### src/qta_pkg.sv
// Constants shared by the Q-channel trim and aperture register bank.
package qta_pkg;

  // ==========================================================================
  // Register addresses, as sent in the serial frame.
  localparam logic [3:0]  QTA_ADDR_OFFSET    = 4'ha;
  localparam logic [3:0]  QTA_ADDR_FULLSCALE = 4'hb;
  localparam logic [3:0]  QTA_ADDR_COARSE    = 4'hc;

  // ==========================================================================
  // Reset values and the bits that hold storage.
  localparam logic [15:0] QTA_RST_OFFSET     = 16'h0000;
  localparam logic [15:0] QTA_RST_FULLSCALE  = 16'h4000;
  localparam logic [15:0] QTA_RST_COARSE     = 16'h0004;
  localparam logic [15:0] QTA_MASK_OFFSET    = 16'h1fff;
  localparam logic [15:0] QTA_MASK_FULLSCALE = 16'h7fff;
  localparam logic [15:0] QTA_MASK_COARSE    = 16'hfffc;

  // ==========================================================================
  // Field positions.
  localparam int          QTA_OFS_MAG_MSB    = 11;
  localparam int          QTA_OFS_POL_BIT    = 12;
  localparam int          QTA_FS_MAG_MSB     = 14;
  localparam int          QTA_CAM_LSB        = 4;
  localparam int          QTA_CAM_MSB        = 15;
  localparam int          QTA_STA_BIT        = 3;
  localparam int          QTA_DCC_BIT        = 2;

  // ==========================================================================
  // Largest coarse delay code before the delay saturates (825 ps).
  localparam logic [11:0] QTA_CAM_MAX_CODE   = 12'h97f;

  // ==========================================================================
  // Serial frame layout: read flag, three spare bits, address, data.
  localparam logic [4:0]  QTA_FRAME_BITS     = 5'h18;
  localparam logic [4:0]  QTA_HEADER_BITS    = 5'h08;
  localparam int          QTA_FRAME_RD_BIT   = 23;
  localparam int          QTA_FRAME_ADDR_LSB = 16;

  typedef enum logic [1:0] {QTA_IDLE, QTA_SHIFT, QTA_DONE} qta_ser_state_t;

endpackage

### src/qta_q_trim_regs.sv
// Q-channel offset, full-scale and coarse aperture register bank.
//
// Overview of operation
// - Offset magnitude bits 11:0 set Q offset.
// - Bit 12 picks offset sign, 1 negative.
// - Full-scale bits 14:0 span 800-1000 mV.
// - Coarse register fields; resets to 0004h.
// - Coarse delay saturates from code 2432 up.
// - Delay applies only while adjust select set.
// - Clearing correction bit disables duty stabiliser.
`timescale 1ns/1ps

module qta_q_trim_regs
  import qta_pkg::*;
#(
  parameter int MAG_W = 12,
  parameter int FS_W  = 15
) (
  input  wire logic             clk_in,
  input  wire logic             nrst_in,
  input  wire logic             sclk_in,
  input  wire logic             scs_n_in,
  input  wire logic             sdi_in,
  output logic                  sdo_out,
  output logic                  sdo_oe_out,
  output logic [MAG_W-1:0]      offset_magnitude_out,
  output logic                  offset_polarity_out,
  output logic [MAG_W:0]        signed_offset_out,
  output logic [FS_W-1:0]       fullscale_magnitude_out,
  output logic [11:0]           coarse_delay_magnitude_out,
  output logic [11:0]           coarse_delay_applied_out,
  output logic                  aperture_adjust_select_out,
  output logic                  duty_cycle_correct_en_out
);
  import qta_pkg::*;

  logic [15:0] q_offset_trim;
  logic [15:0] q_fullscale_trim;
  logic [15:0] aperture_delay_coarse;
  logic [15:0] next_q_offset_trim;
  logic [15:0] next_q_fullscale_trim;
  logic [15:0] next_aperture_delay_coarse;
  logic [11:0] next_coarse_applied;
  logic [MAG_W:0] next_signed_offset;
  logic [3:0]  rd_addr;
  logic [15:0] rd_data;
  logic        wr_en;
  logic [3:0]  wr_addr;
  logic [15:0] wr_data;

  // ==========================================================================
  // Serial port.
  qta_serial_slave u_serial (
    .clk_in      (clk_in),
    .nrst_in     (nrst_in),
    .sclk_in     (sclk_in),
    .scs_n_in    (scs_n_in),
    .sdi_in      (sdi_in),
    .sdo_out     (sdo_out),
    .sdo_oe_out  (sdo_oe_out),
    .rd_addr_out (rd_addr),
    .rd_data_in  (rd_data),
    .wr_en_out   (wr_en),
    .wr_addr_out (wr_addr),
    .wr_data_out (wr_data)
  );

  // Clamps a coarse code to the point where the delay stops growing.
  function automatic logic [11:0] qta_clamp_cam(input logic [11:0] code);
    qta_clamp_cam = (code > QTA_CAM_MAX_CODE) ? QTA_CAM_MAX_CODE : code;
  endfunction

  // ==========================================================================
  // Register writes. Reserved bits hold no storage and read back as zero,
  // so a stray one written there has no effect.
  always_comb begin
    next_q_offset_trim         = q_offset_trim;
    next_q_fullscale_trim      = q_fullscale_trim;
    next_aperture_delay_coarse = aperture_delay_coarse;
    if (wr_en) begin
      unique case (wr_addr)
        QTA_ADDR_OFFSET:    next_q_offset_trim         = wr_data & QTA_MASK_OFFSET;
        QTA_ADDR_FULLSCALE: next_q_fullscale_trim      = wr_data & QTA_MASK_FULLSCALE;
        QTA_ADDR_COARSE:    next_aperture_delay_coarse = wr_data & QTA_MASK_COARSE;
        default: ;
      endcase
    end
  end

  // Read mux; addresses outside the bank read as zero.
  always_comb begin
    unique case (rd_addr)
      QTA_ADDR_OFFSET:    rd_data = q_offset_trim;
      QTA_ADDR_FULLSCALE: rd_data = q_fullscale_trim;
      QTA_ADDR_COARSE:    rd_data = aperture_delay_coarse;
      default:            rd_data = 16'h0000;
    endcase
  end

  // ==========================================================================
  // Values handed to the analog trims. The applied delay and signed offset follow the
  // stored fields by one clock; the other trim outputs follow the register directly.
  always_comb begin
    if (aperture_delay_coarse[QTA_STA_BIT]) begin
      next_coarse_applied = qta_clamp_cam(aperture_delay_coarse[QTA_CAM_MSB:QTA_CAM_LSB]);
    end else begin
      next_coarse_applied = 12'h000;
    end
    if (q_offset_trim[QTA_OFS_POL_BIT]) begin
      next_signed_offset = (MAG_W+1)'(-{1'b0, q_offset_trim[QTA_OFS_MAG_MSB:0]});
    end else begin
      next_signed_offset = {1'b0, q_offset_trim[QTA_OFS_MAG_MSB:0]};
    end
  end

  always_ff @(posedge clk_in) begin
    if (!nrst_in) begin
      q_offset_trim              <= QTA_RST_OFFSET;
      q_fullscale_trim           <= QTA_RST_FULLSCALE;
      aperture_delay_coarse      <= QTA_RST_COARSE;
      coarse_delay_applied_out   <= 12'h000;
      signed_offset_out          <= '0;
    end else begin
      q_offset_trim              <= next_q_offset_trim;
      q_fullscale_trim           <= next_q_fullscale_trim;
      aperture_delay_coarse      <= next_aperture_delay_coarse;
      coarse_delay_applied_out   <= next_coarse_applied;
      signed_offset_out          <= next_signed_offset;
    end
  end

  assign offset_magnitude_out       = q_offset_trim[QTA_OFS_MAG_MSB:0];
  assign offset_polarity_out        = q_offset_trim[QTA_OFS_POL_BIT];
  assign fullscale_magnitude_out    = q_fullscale_trim[QTA_FS_MAG_MSB:0];
  assign coarse_delay_magnitude_out = aperture_delay_coarse[QTA_CAM_MSB:QTA_CAM_LSB];
  assign aperture_adjust_select_out = aperture_delay_coarse[QTA_STA_BIT];
  assign duty_cycle_correct_en_out  = aperture_delay_coarse[QTA_DCC_BIT];
endmodule // qta_q_trim_regs

### src/qta_serial_slave.sv
// Serial configuration port that turns frames into register reads and writes.
`timescale 1ns/1ps

module qta_serial_slave
  import qta_pkg::*;
(
  input  wire logic        clk_in,
  input  wire logic        nrst_in,
  input  wire logic        sclk_in,
  input  wire logic        scs_n_in,
  input  wire logic        sdi_in,
  output logic             sdo_out,
  output logic             sdo_oe_out,
  output logic [3:0]       rd_addr_out,
  input  wire logic [15:0] rd_data_in,
  output logic             wr_en_out,
  output logic [3:0]       wr_addr_out,
  output logic [15:0]      wr_data_out
);
  import qta_pkg::*;

  qta_ser_state_t state;
  qta_ser_state_t next_state;
  logic           sclk_q;
  logic [4:0]     cnt;
  logic [4:0]     next_cnt;
  logic [23:0]    rx_sh;
  logic [23:0]    next_rx_sh;
  logic [15:0]    tx_sh;
  logic [15:0]    next_tx_sh;
  logic           next_sdo_oe;
  logic           next_wr_en;
  logic [3:0]     next_wr_addr;
  logic [15:0]    next_wr_data;
  logic           sclk_rise;
  logic           sclk_fall;

  assign sclk_rise   = sclk_in & ~sclk_q;
  assign sclk_fall   = ~sclk_in & sclk_q;
  assign sdo_out     = tx_sh[15];
  assign rd_addr_out = rx_sh[3:0];

  // ==========================================================================
  // Frame decoding: bits are taken on rising serial clock edges, read data
  // leaves on falling edges once the eight header bits are in.
  always_comb begin
    next_state    = state;
    next_cnt      = cnt;
    next_rx_sh    = rx_sh;
    next_tx_sh    = tx_sh;
    next_sdo_oe   = sdo_oe_out;
    next_wr_en    = 1'b0;
    next_wr_addr  = wr_addr_out;
    next_wr_data  = wr_data_out;
    if (scs_n_in) begin
      next_state  = QTA_IDLE;
      next_cnt    = 5'h00;
      next_tx_sh  = 16'h0000;
      next_sdo_oe = 1'b0;
    end else begin
      unique case (state)
        QTA_IDLE, QTA_SHIFT: begin
          next_state = QTA_SHIFT;
          if (sclk_rise) begin
            next_rx_sh = {rx_sh[22:0], sdi_in};
            next_cnt   = cnt + 5'h01;
            if (next_cnt == QTA_FRAME_BITS) begin
              next_state = QTA_DONE;
              if (!next_rx_sh[QTA_FRAME_RD_BIT]) begin
                next_wr_en   = 1'b1;
                next_wr_addr = next_rx_sh[QTA_FRAME_ADDR_LSB +: 4];
                next_wr_data = next_rx_sh[15:0];
              end
            end
          end else if (sclk_fall && cnt == QTA_HEADER_BITS && rx_sh[7]) begin
            next_tx_sh  = rd_data_in;
            next_sdo_oe = 1'b1;
          end else if (sclk_fall && cnt > QTA_HEADER_BITS) begin
            next_tx_sh = {tx_sh[14:0], 1'b0};
          end
        end
        QTA_DONE: begin
          next_state = QTA_DONE;
        end
      endcase
    end
  end

  always_ff @(posedge clk_in) begin
    if (!nrst_in) begin
      state       <= QTA_IDLE;
      sclk_q      <= 1'b0;
      cnt         <= 5'h00;
      rx_sh       <= 24'h000000;
      tx_sh       <= 16'h0000;
      sdo_oe_out  <= 1'b0;
      wr_en_out   <= 1'b0;
      wr_addr_out <= 4'h0;
      wr_data_out <= 16'h0000;
    end else begin
      state       <= next_state;
      sclk_q      <= sclk_in;
      cnt         <= next_cnt;
      rx_sh       <= next_rx_sh;
      tx_sh       <= next_tx_sh;
      sdo_oe_out  <= next_sdo_oe;
      wr_en_out   <= next_wr_en;
      wr_addr_out <= next_wr_addr;
      wr_data_out <= next_wr_data;
    end
  end

endmodule // qta_serial_slave

### config.mk
export PLATFORM = sky130hd
export DESIGN_NAME = qta_q_trim_regs
export DESIGN_NICKNAME = d
export VERILOG_FILES = /design/src/qta_pkg.sv /design/src/qta_q_trim_regs.sv /design/src/qta_serial_slave.sv
export SDC_FILE = /design/constraint.sdc
export NUM_CORES = 1
export LEC_CHECK = 0
export ABC_CLOCK_PERIOD_IN_PS = 2800
export BUFFER_PORTS_ARGS = -buffer_cell sky130_fd_sc_hd__clkbuf_2
export CAP_MARGIN = 20
export CORE_MARGIN = 2
export CORE_UTILIZATION = 40
export DETAILED_ROUTE_END_ITERATION = 16
export GPL_ROUTABILITY_DRIVEN = 0
export PLACE_DENSITY_LB_ADDON = 0.08
export SLEW_MARGIN = 20
export SYNTH_ARGS = -nofsm -noshare
export SYNTH_HDL_FRONTEND = slang
export SYNTH_SLANG_ARGS = --single-unit
### constraint.sdc
create_clock -name clk_in -period 2.8 [get_ports clk_in]
set_clock_uncertainty 0.1 [all_clocks]
set_input_delay 0.56 -clock clk_in [delete_from_list [all_inputs] [get_ports clk_in]]
set_output_delay 0.56 -clock clk_in [all_outputs]
set_load 0.005 [all_outputs]
Yosys cells after proc, flatten, opt, wreduce, memory -nomap -nowiden
Index checks and enable logic that the tools add are counted.
- register bits after elaboration: 136
- bits in latches: 0
- memory bits (writable): 0
- memory bits (read-only): 0
- logic and storage cells: 69
- memories kept: 0
- add/subtract/negate cells: 2
- $mul: 0
- div/mod/pow operators: 0
- order comparisons: 2
- eq/ne operators: 10
- shift operators: 0
- mux-type cells: 9
- bitwise logic cells: 11
- reductions and logical operators: 19
- operator list (operator ; count):
    16-bit case mux with 3 select lines ; 1
    16-bit two-way mux ; 2
    4-bit equality test, second input constant ; 6
    12-bit two-way mux ; 2
    12-bit negator with 13-bit output ; 1
    12-bit > comparator, second input constant ; 1
    2-bit AND reduction ; 6
    1-bit inverter ; 9
    3-bit AND reduction ; 3
    5-bit by 1-bit adder with 5-bit output, second input constant ; 1
    5-bit by 4-bit equality test with 1-bit output, second input constant ; 1
    5-bit equality test, second input constant ; 1
    5-bit by 4-bit > comparator with 1-bit output, second input constant ; 1
    5-bit AND reduction ; 1
    5-bit OR reduction ; 1
    2-bit two-way mux ; 2
    2-bit case mux with 2 select lines ; 1
    2-bit OR reduction ; 2
    1-bit logical AND ; 3
    3-bit OR reduction ; 1
    1-bit bitwise AND ; 2
    2-bit by 1-bit equality test with 1-bit output, second input constant ; 1
    2-bit equality test, second input constant ; 1
    2-bit logical NOT ; 1
    2 further kinds ; 2

Logic depth before layout (Yosys ltp)
- depth after elaboration: 6
- gate-level depth with buffers: 8
- depth with buffers taken out: 6

Hierarchy
From an unflattened synthesis, not the netlist that was laid out.
- cells, all modules: 663
- area total of the unflattened synthesis: 5823.1 um^2
- modules (own cells, without submodules) (module ; instances ; cells each ; area an instance (um^2)):
    qta_serial_slave ; 1 ; 327 ; 2942.8
    qta_q_trim_regs ; 1 ; 336 ; 2880.3

Worst setup path before layout
OpenSTA, ideal clock, no wires.
- kind: input -> register
- from: input sclk_in
- to: register u_serial.wr_addr_out[0]
- setup time: 0.072 ns
- arrival: 1.833 ns
- required time: 2.628 ns
- path slack: 0.796 ns
- stages: 6
- buffers on the path: 2
- cell sequence: nor3b_4 nand2b_1 clkbuf_1 a2111oi_4 buf_6 mux2i_1
- longest elaborated chain between the ends: 2
- ends and longest elaborated chain (item ; RTL line ; RTL):
    from (decl) ; qta_q_trim_regs.sv:21 ; input wire logic sclk_in,
    1-bit bitwise AND ; qta_serial_slave.sv:38 ; assign sclk_rise = sclk_in & ~sclk_q;
    5-bit AND reduction (no line) ; - ;
    to (signal assigned) ; qta_serial_slave.sv:108 ; wr_addr_out <= next_wr_addr;
    to (decl) ; qta_serial_slave.sv:17 ; output logic [3:0] wr_addr_out,
No other way between the ends.
A chain may end at the register's enable or synchronous reset.

Final worst setup path
- from: register u_serial.cnt[0]
- to: register u_serial.tx_sh[15]
- longest elaborated chain between the ends: 5
- elaborated cells on any way between the ends: 8
- ends and longest elaborated chain (item ; RTL line ; RTL):
    from (decl) ; qta_serial_slave.sv:25 ; logic [4:0] cnt;
    from (signal assigned) ; qta_serial_slave.sv:103 ; cnt <= next_cnt;
    parallel branches: the longest is 5 deep, another holds 5-bit by 4-bit > comparator with 1-bit output ; - ;
    to (signal assigned) ; qta_serial_slave.sv:105 ; tx_sh <= next_tx_sh;
    to (decl) ; qta_serial_slave.sv:29 ; logic [15:0] tx_sh;
Parallel ways; which one is timed is not known.

==> summary.md <==
| Metric | Value |
|---|---|
| Ys Warns | 0 |
| Core area | 0.01383 sq mm |
| Final Cycle Share | 91.35% |
| Setup TNS | 0 ps |
| Antenna Nets Post-Route | 0 |
| Fin crit period | 2558 ps |
| Proportion of layout cells with a drive suffix above 1 | 19.16% |
| Clk root buf | clkbuf_16 |
| Clock Power Share | 53.2% |
| Post-DR vias/cell | 5.236 |
| Number of synthesized register bits | 136 |
| Worst rel slew slack | 38.58% |
| Nets | 659 |
| Clock-pin slew on the worst setup and hold paths | 60 ps |
| Crit-path cells | inv_1, ha_1, or3b_1, a21o_1, and2_0, a311oi_1 |
| Drt wl/cell | 16.81 um |
| DRT iter0 DRCs | 299 |
| Crit-path slowest cell | and2_0 |
| Global-route wire length before repair | 22.58 mm |
| Syn-to-layout area delta | 20.29% |
| Number of flops mapped to enable cells by yosys | 0 |
| Cts repair resizes | 0 |
| Max Clock Freq | 391.0 MHz |
| Fillers | 1298 |
| Leakage | 2.369 nW |
| Die area | 0.01510 sq mm |
| Post-Layout Cell Count | 843 |
| Number of max-slew violations in the final report | 0 |
| Worst-Skew Late Latency | 410 ps |
| I/O Buffers | 73 |
| Global route total overflow | 0 |
| Deepest clock path buffer count | 2 |
| Die H | 122.9 um |
| Ports | 74 |
| Power Dens Cells | 636.6 mW/mm^2 |
| Max-cap viol count | 0 |
| Peak VDD IR | 367.6 uV |
| Synth top area share | 48.15% |
| Vias in the first global route | 4135 |
| Crit path buf inv count | 1 |
| Crit path DAT | 2700 ps |
| HPWL after DPL | 9.511 mm |
| Critical path peak fanout | 17 |
| Finished Cell Area | 0.006802 sq mm |
| Most common cell in the synthesized netlist | dfxtp_1 |
| Starting Density | 40.89% |
| Status | completed |
| Element type at the critical path start | register |
| Vias | 4414 |
| Worst Path Required | 2950 ps |
| Synth Instances | 584 |
| RSZ-0062 raised after global routing | false |
| Synth unique cells | 50 |
| Async SR Flop Fraction | 0% |
| Setup Fix Bufs, Post-CTS | 0 |
| Reg2reg setup slack | 240 ps |
| Synth area leaders | dfxtp_1 48%, mux2i_1 12%, nand2_1 6.2% |
| Hold Buf Count CTS | 0 |
| HP Class | in -> reg |
| Register share of total power | 44.9% |
| Sequential fraction of the synthesis area | 48.15% |
| Kind of critical path | reg -> reg |
| CP max stage delay | 730 ps |
| Area of the multi-input gates | 0.002734 sq mm |
| Area leader, netlist | dfxtp_1 |
| Cell family with most CP delay | simple AND/OR/NAND/NOR gates |
| Area occupied by registers | 0.002723 sq mm |
| Mapped Avg Cell Area | 9.682 sq um |
| Placed cells | 811 |
| # diodes | 0 |
| Total Routing Usage GR | 19.72% |
| Synth top cells by count | 136 x dfxtp_1, 94 x nand2_1, 66 x mux2i_1 |
| Sw frac | 20.58% |
| Final wirelength | 14.17 mm |
| Total power | 4.330 mW |
| CTS tree | built |
| Worst-margin pin slew | 921.3 ps |
| CTS buffer count | 17 |
| Hold slack | 306.9 ps |
| Syn_nets | 593 |
| CTS sink cnt | 136 |
| H-tree depth | 4 |
| TritonRoute pass-1 iters | 5 |
| Int Pwr | 3.438 mW |
| Drt drc | 0 |
| Die width | 122.9 um |
| Final setup viols | 0 |
| Netlist Area Pre-Place | 0.005654 sq mm |
| Initial antenna violation count | 0 |
| Site Rows | 43 |
| Ys flop type | dfxtp_1 |
| Hold Vio Cnt, Final | 0 |
| Combinational power share | 1.9% |
| Placed Area | 0.006186 sq mm |
| Pin count of the biggest net entering global routing | 65 |
| Worst Setup End Kind | register |
| Switch Pwr | 0.8912 mW |
kinds of logic (layout without fill, tap and decap cells):
group | count (synthesis) | after routing | share of synthesized area [%]
AND/OR/NAND/NOR | 216 | 216 | 19.63
flip-flops | 136 | 136 | 48.15
AO/OA/AOI/OAI | 100 | 100 | 13.72
multiplexers | 66 | 66 | 11.68
buffers and inverters | 47 | 126 | 3.607
XOR/XNOR | 15 | 15 | 2.324
adder cells (fa/ha/maj) | 4 | 4 | 0.8852
sequential cells by signal, indices dropped and copies added (netlist names):
signal	cells
q_fullscale_trim	15
u_serial.wr_en_out	1
u_serial.sclk_q	1
u_serial.tx_sh	16
aperture_delay_coarse	14
coarse_delay_applied_out	12
u_serial.sdo_oe_out	1
u_serial.wr_data_out	16
u_serial.wr_addr_out	4
u_serial.state	2
u_serial.rx_sh	23
u_serial.cnt	5
q_offset_trim	13
signed_offset_out	13
cell type report:
cell class,instances,share of cell area (%)
multi-input cells,401,40.19
clock inverters,11,2.134
well taps,180,3.311
flip-flops and latches,136,40.03
inverters,5,0.2759
clock buffers,21,6.917
repair buffers,89,7.138
worst reg2reg max path: stages, from the launching register on:
cell and delay, ps:
dfxtp_1 460, inv_1 80, ha_1 210, or3b_1 160, a21o_1 460, and2_0 730, a311oi_1 190
cell usage in the layout, fill, tap and decap left out, types with 4 or more instances in the layout:
| cell type | netlist | routed |
|---|---|---|
| nor2_1 | 27 | 27 |
| inv_1 | 5 | 5 |
| nor2b_1 | 45 | 45 |
| and3b_1 | 4 | 4 |
| a21boi_0 | 24 | 24 |
| o41ai_1 | 4 | 4 |
| xnor2_1 | 12 | 12 |
| buf_4 | 1 | 16 |
| a2bb2oi_1 | 13 | 13 |
| a222oi_1 | 11 | 11 |
| nor3b_1 | 5 | 5 |
| a21oi_1 | 18 | 18 |
| clkbuf_2 | 0 | 72 |
| mux2i_1 | 66 | 66 |
| nand2b_1 | 5 | 5 |
| a211oi_1 | 15 | 15 |
| dfxtp_1 | 136 | 136 |
| o21ai_0 | 4 | 4 |
| clkbuf_16 | 0 | 17 |
| and2_1 | 13 | 13 |
| nand2_1 | 94 | 94 |
| ha_1 | 4 | 4 |
power by group through the flow:
| stage | combinational, mW | sequential, mW | clock, mW |
|---|---|---|---|
| after floorplan | 0.0603 | 1.98 | 0 |
| after global placement | 0.0812 | 1.99 | 0 |
| after detailed placement | 0.0825 | 1.99 | 0 |
| after CTS | 0.0834 | 1.94 | 2.36 |
| after global routing | 0.0899 | 1.94 | 2.44 |
| final | 0.0820 | 1.94 | 2.30 |
layer usage:
metal	global-route usage (%)	part of all wire [%]
met1	27.71	50
met2	29.59	46
met3	4.290	3.5
met4	7.399	1.2
met5	0	0
worst paths after layout:
check / start / endpoint / cells past startpoint
setup / recovery: u_serial.cnt[0] / u_serial.tx_sh[15] / 6
hold reg to reg: u_serial.rx_sh[19] / u_serial.rx_sh[19] / 2
setup reg to reg: u_serial.cnt[0] / u_serial.tx_sh[15] / 6
hold / removal: sdi_in / u_serial.rx_sh[0] / 3
metrics by stage:
| stage | utilization [%] | worst slack, ps |
|---|---|---|
| after floorplan | - | 795.6 |
| after global placement | 44.74 | 452.2 |
| after detailed placement | 44.74 | 334.4 |
| after CTS | 49.19 | 308.6 |
| after global routing | 49.19 | 112.4 |
| final | 49.19 | 242.2 |
(Power assumes the default switching activity.)
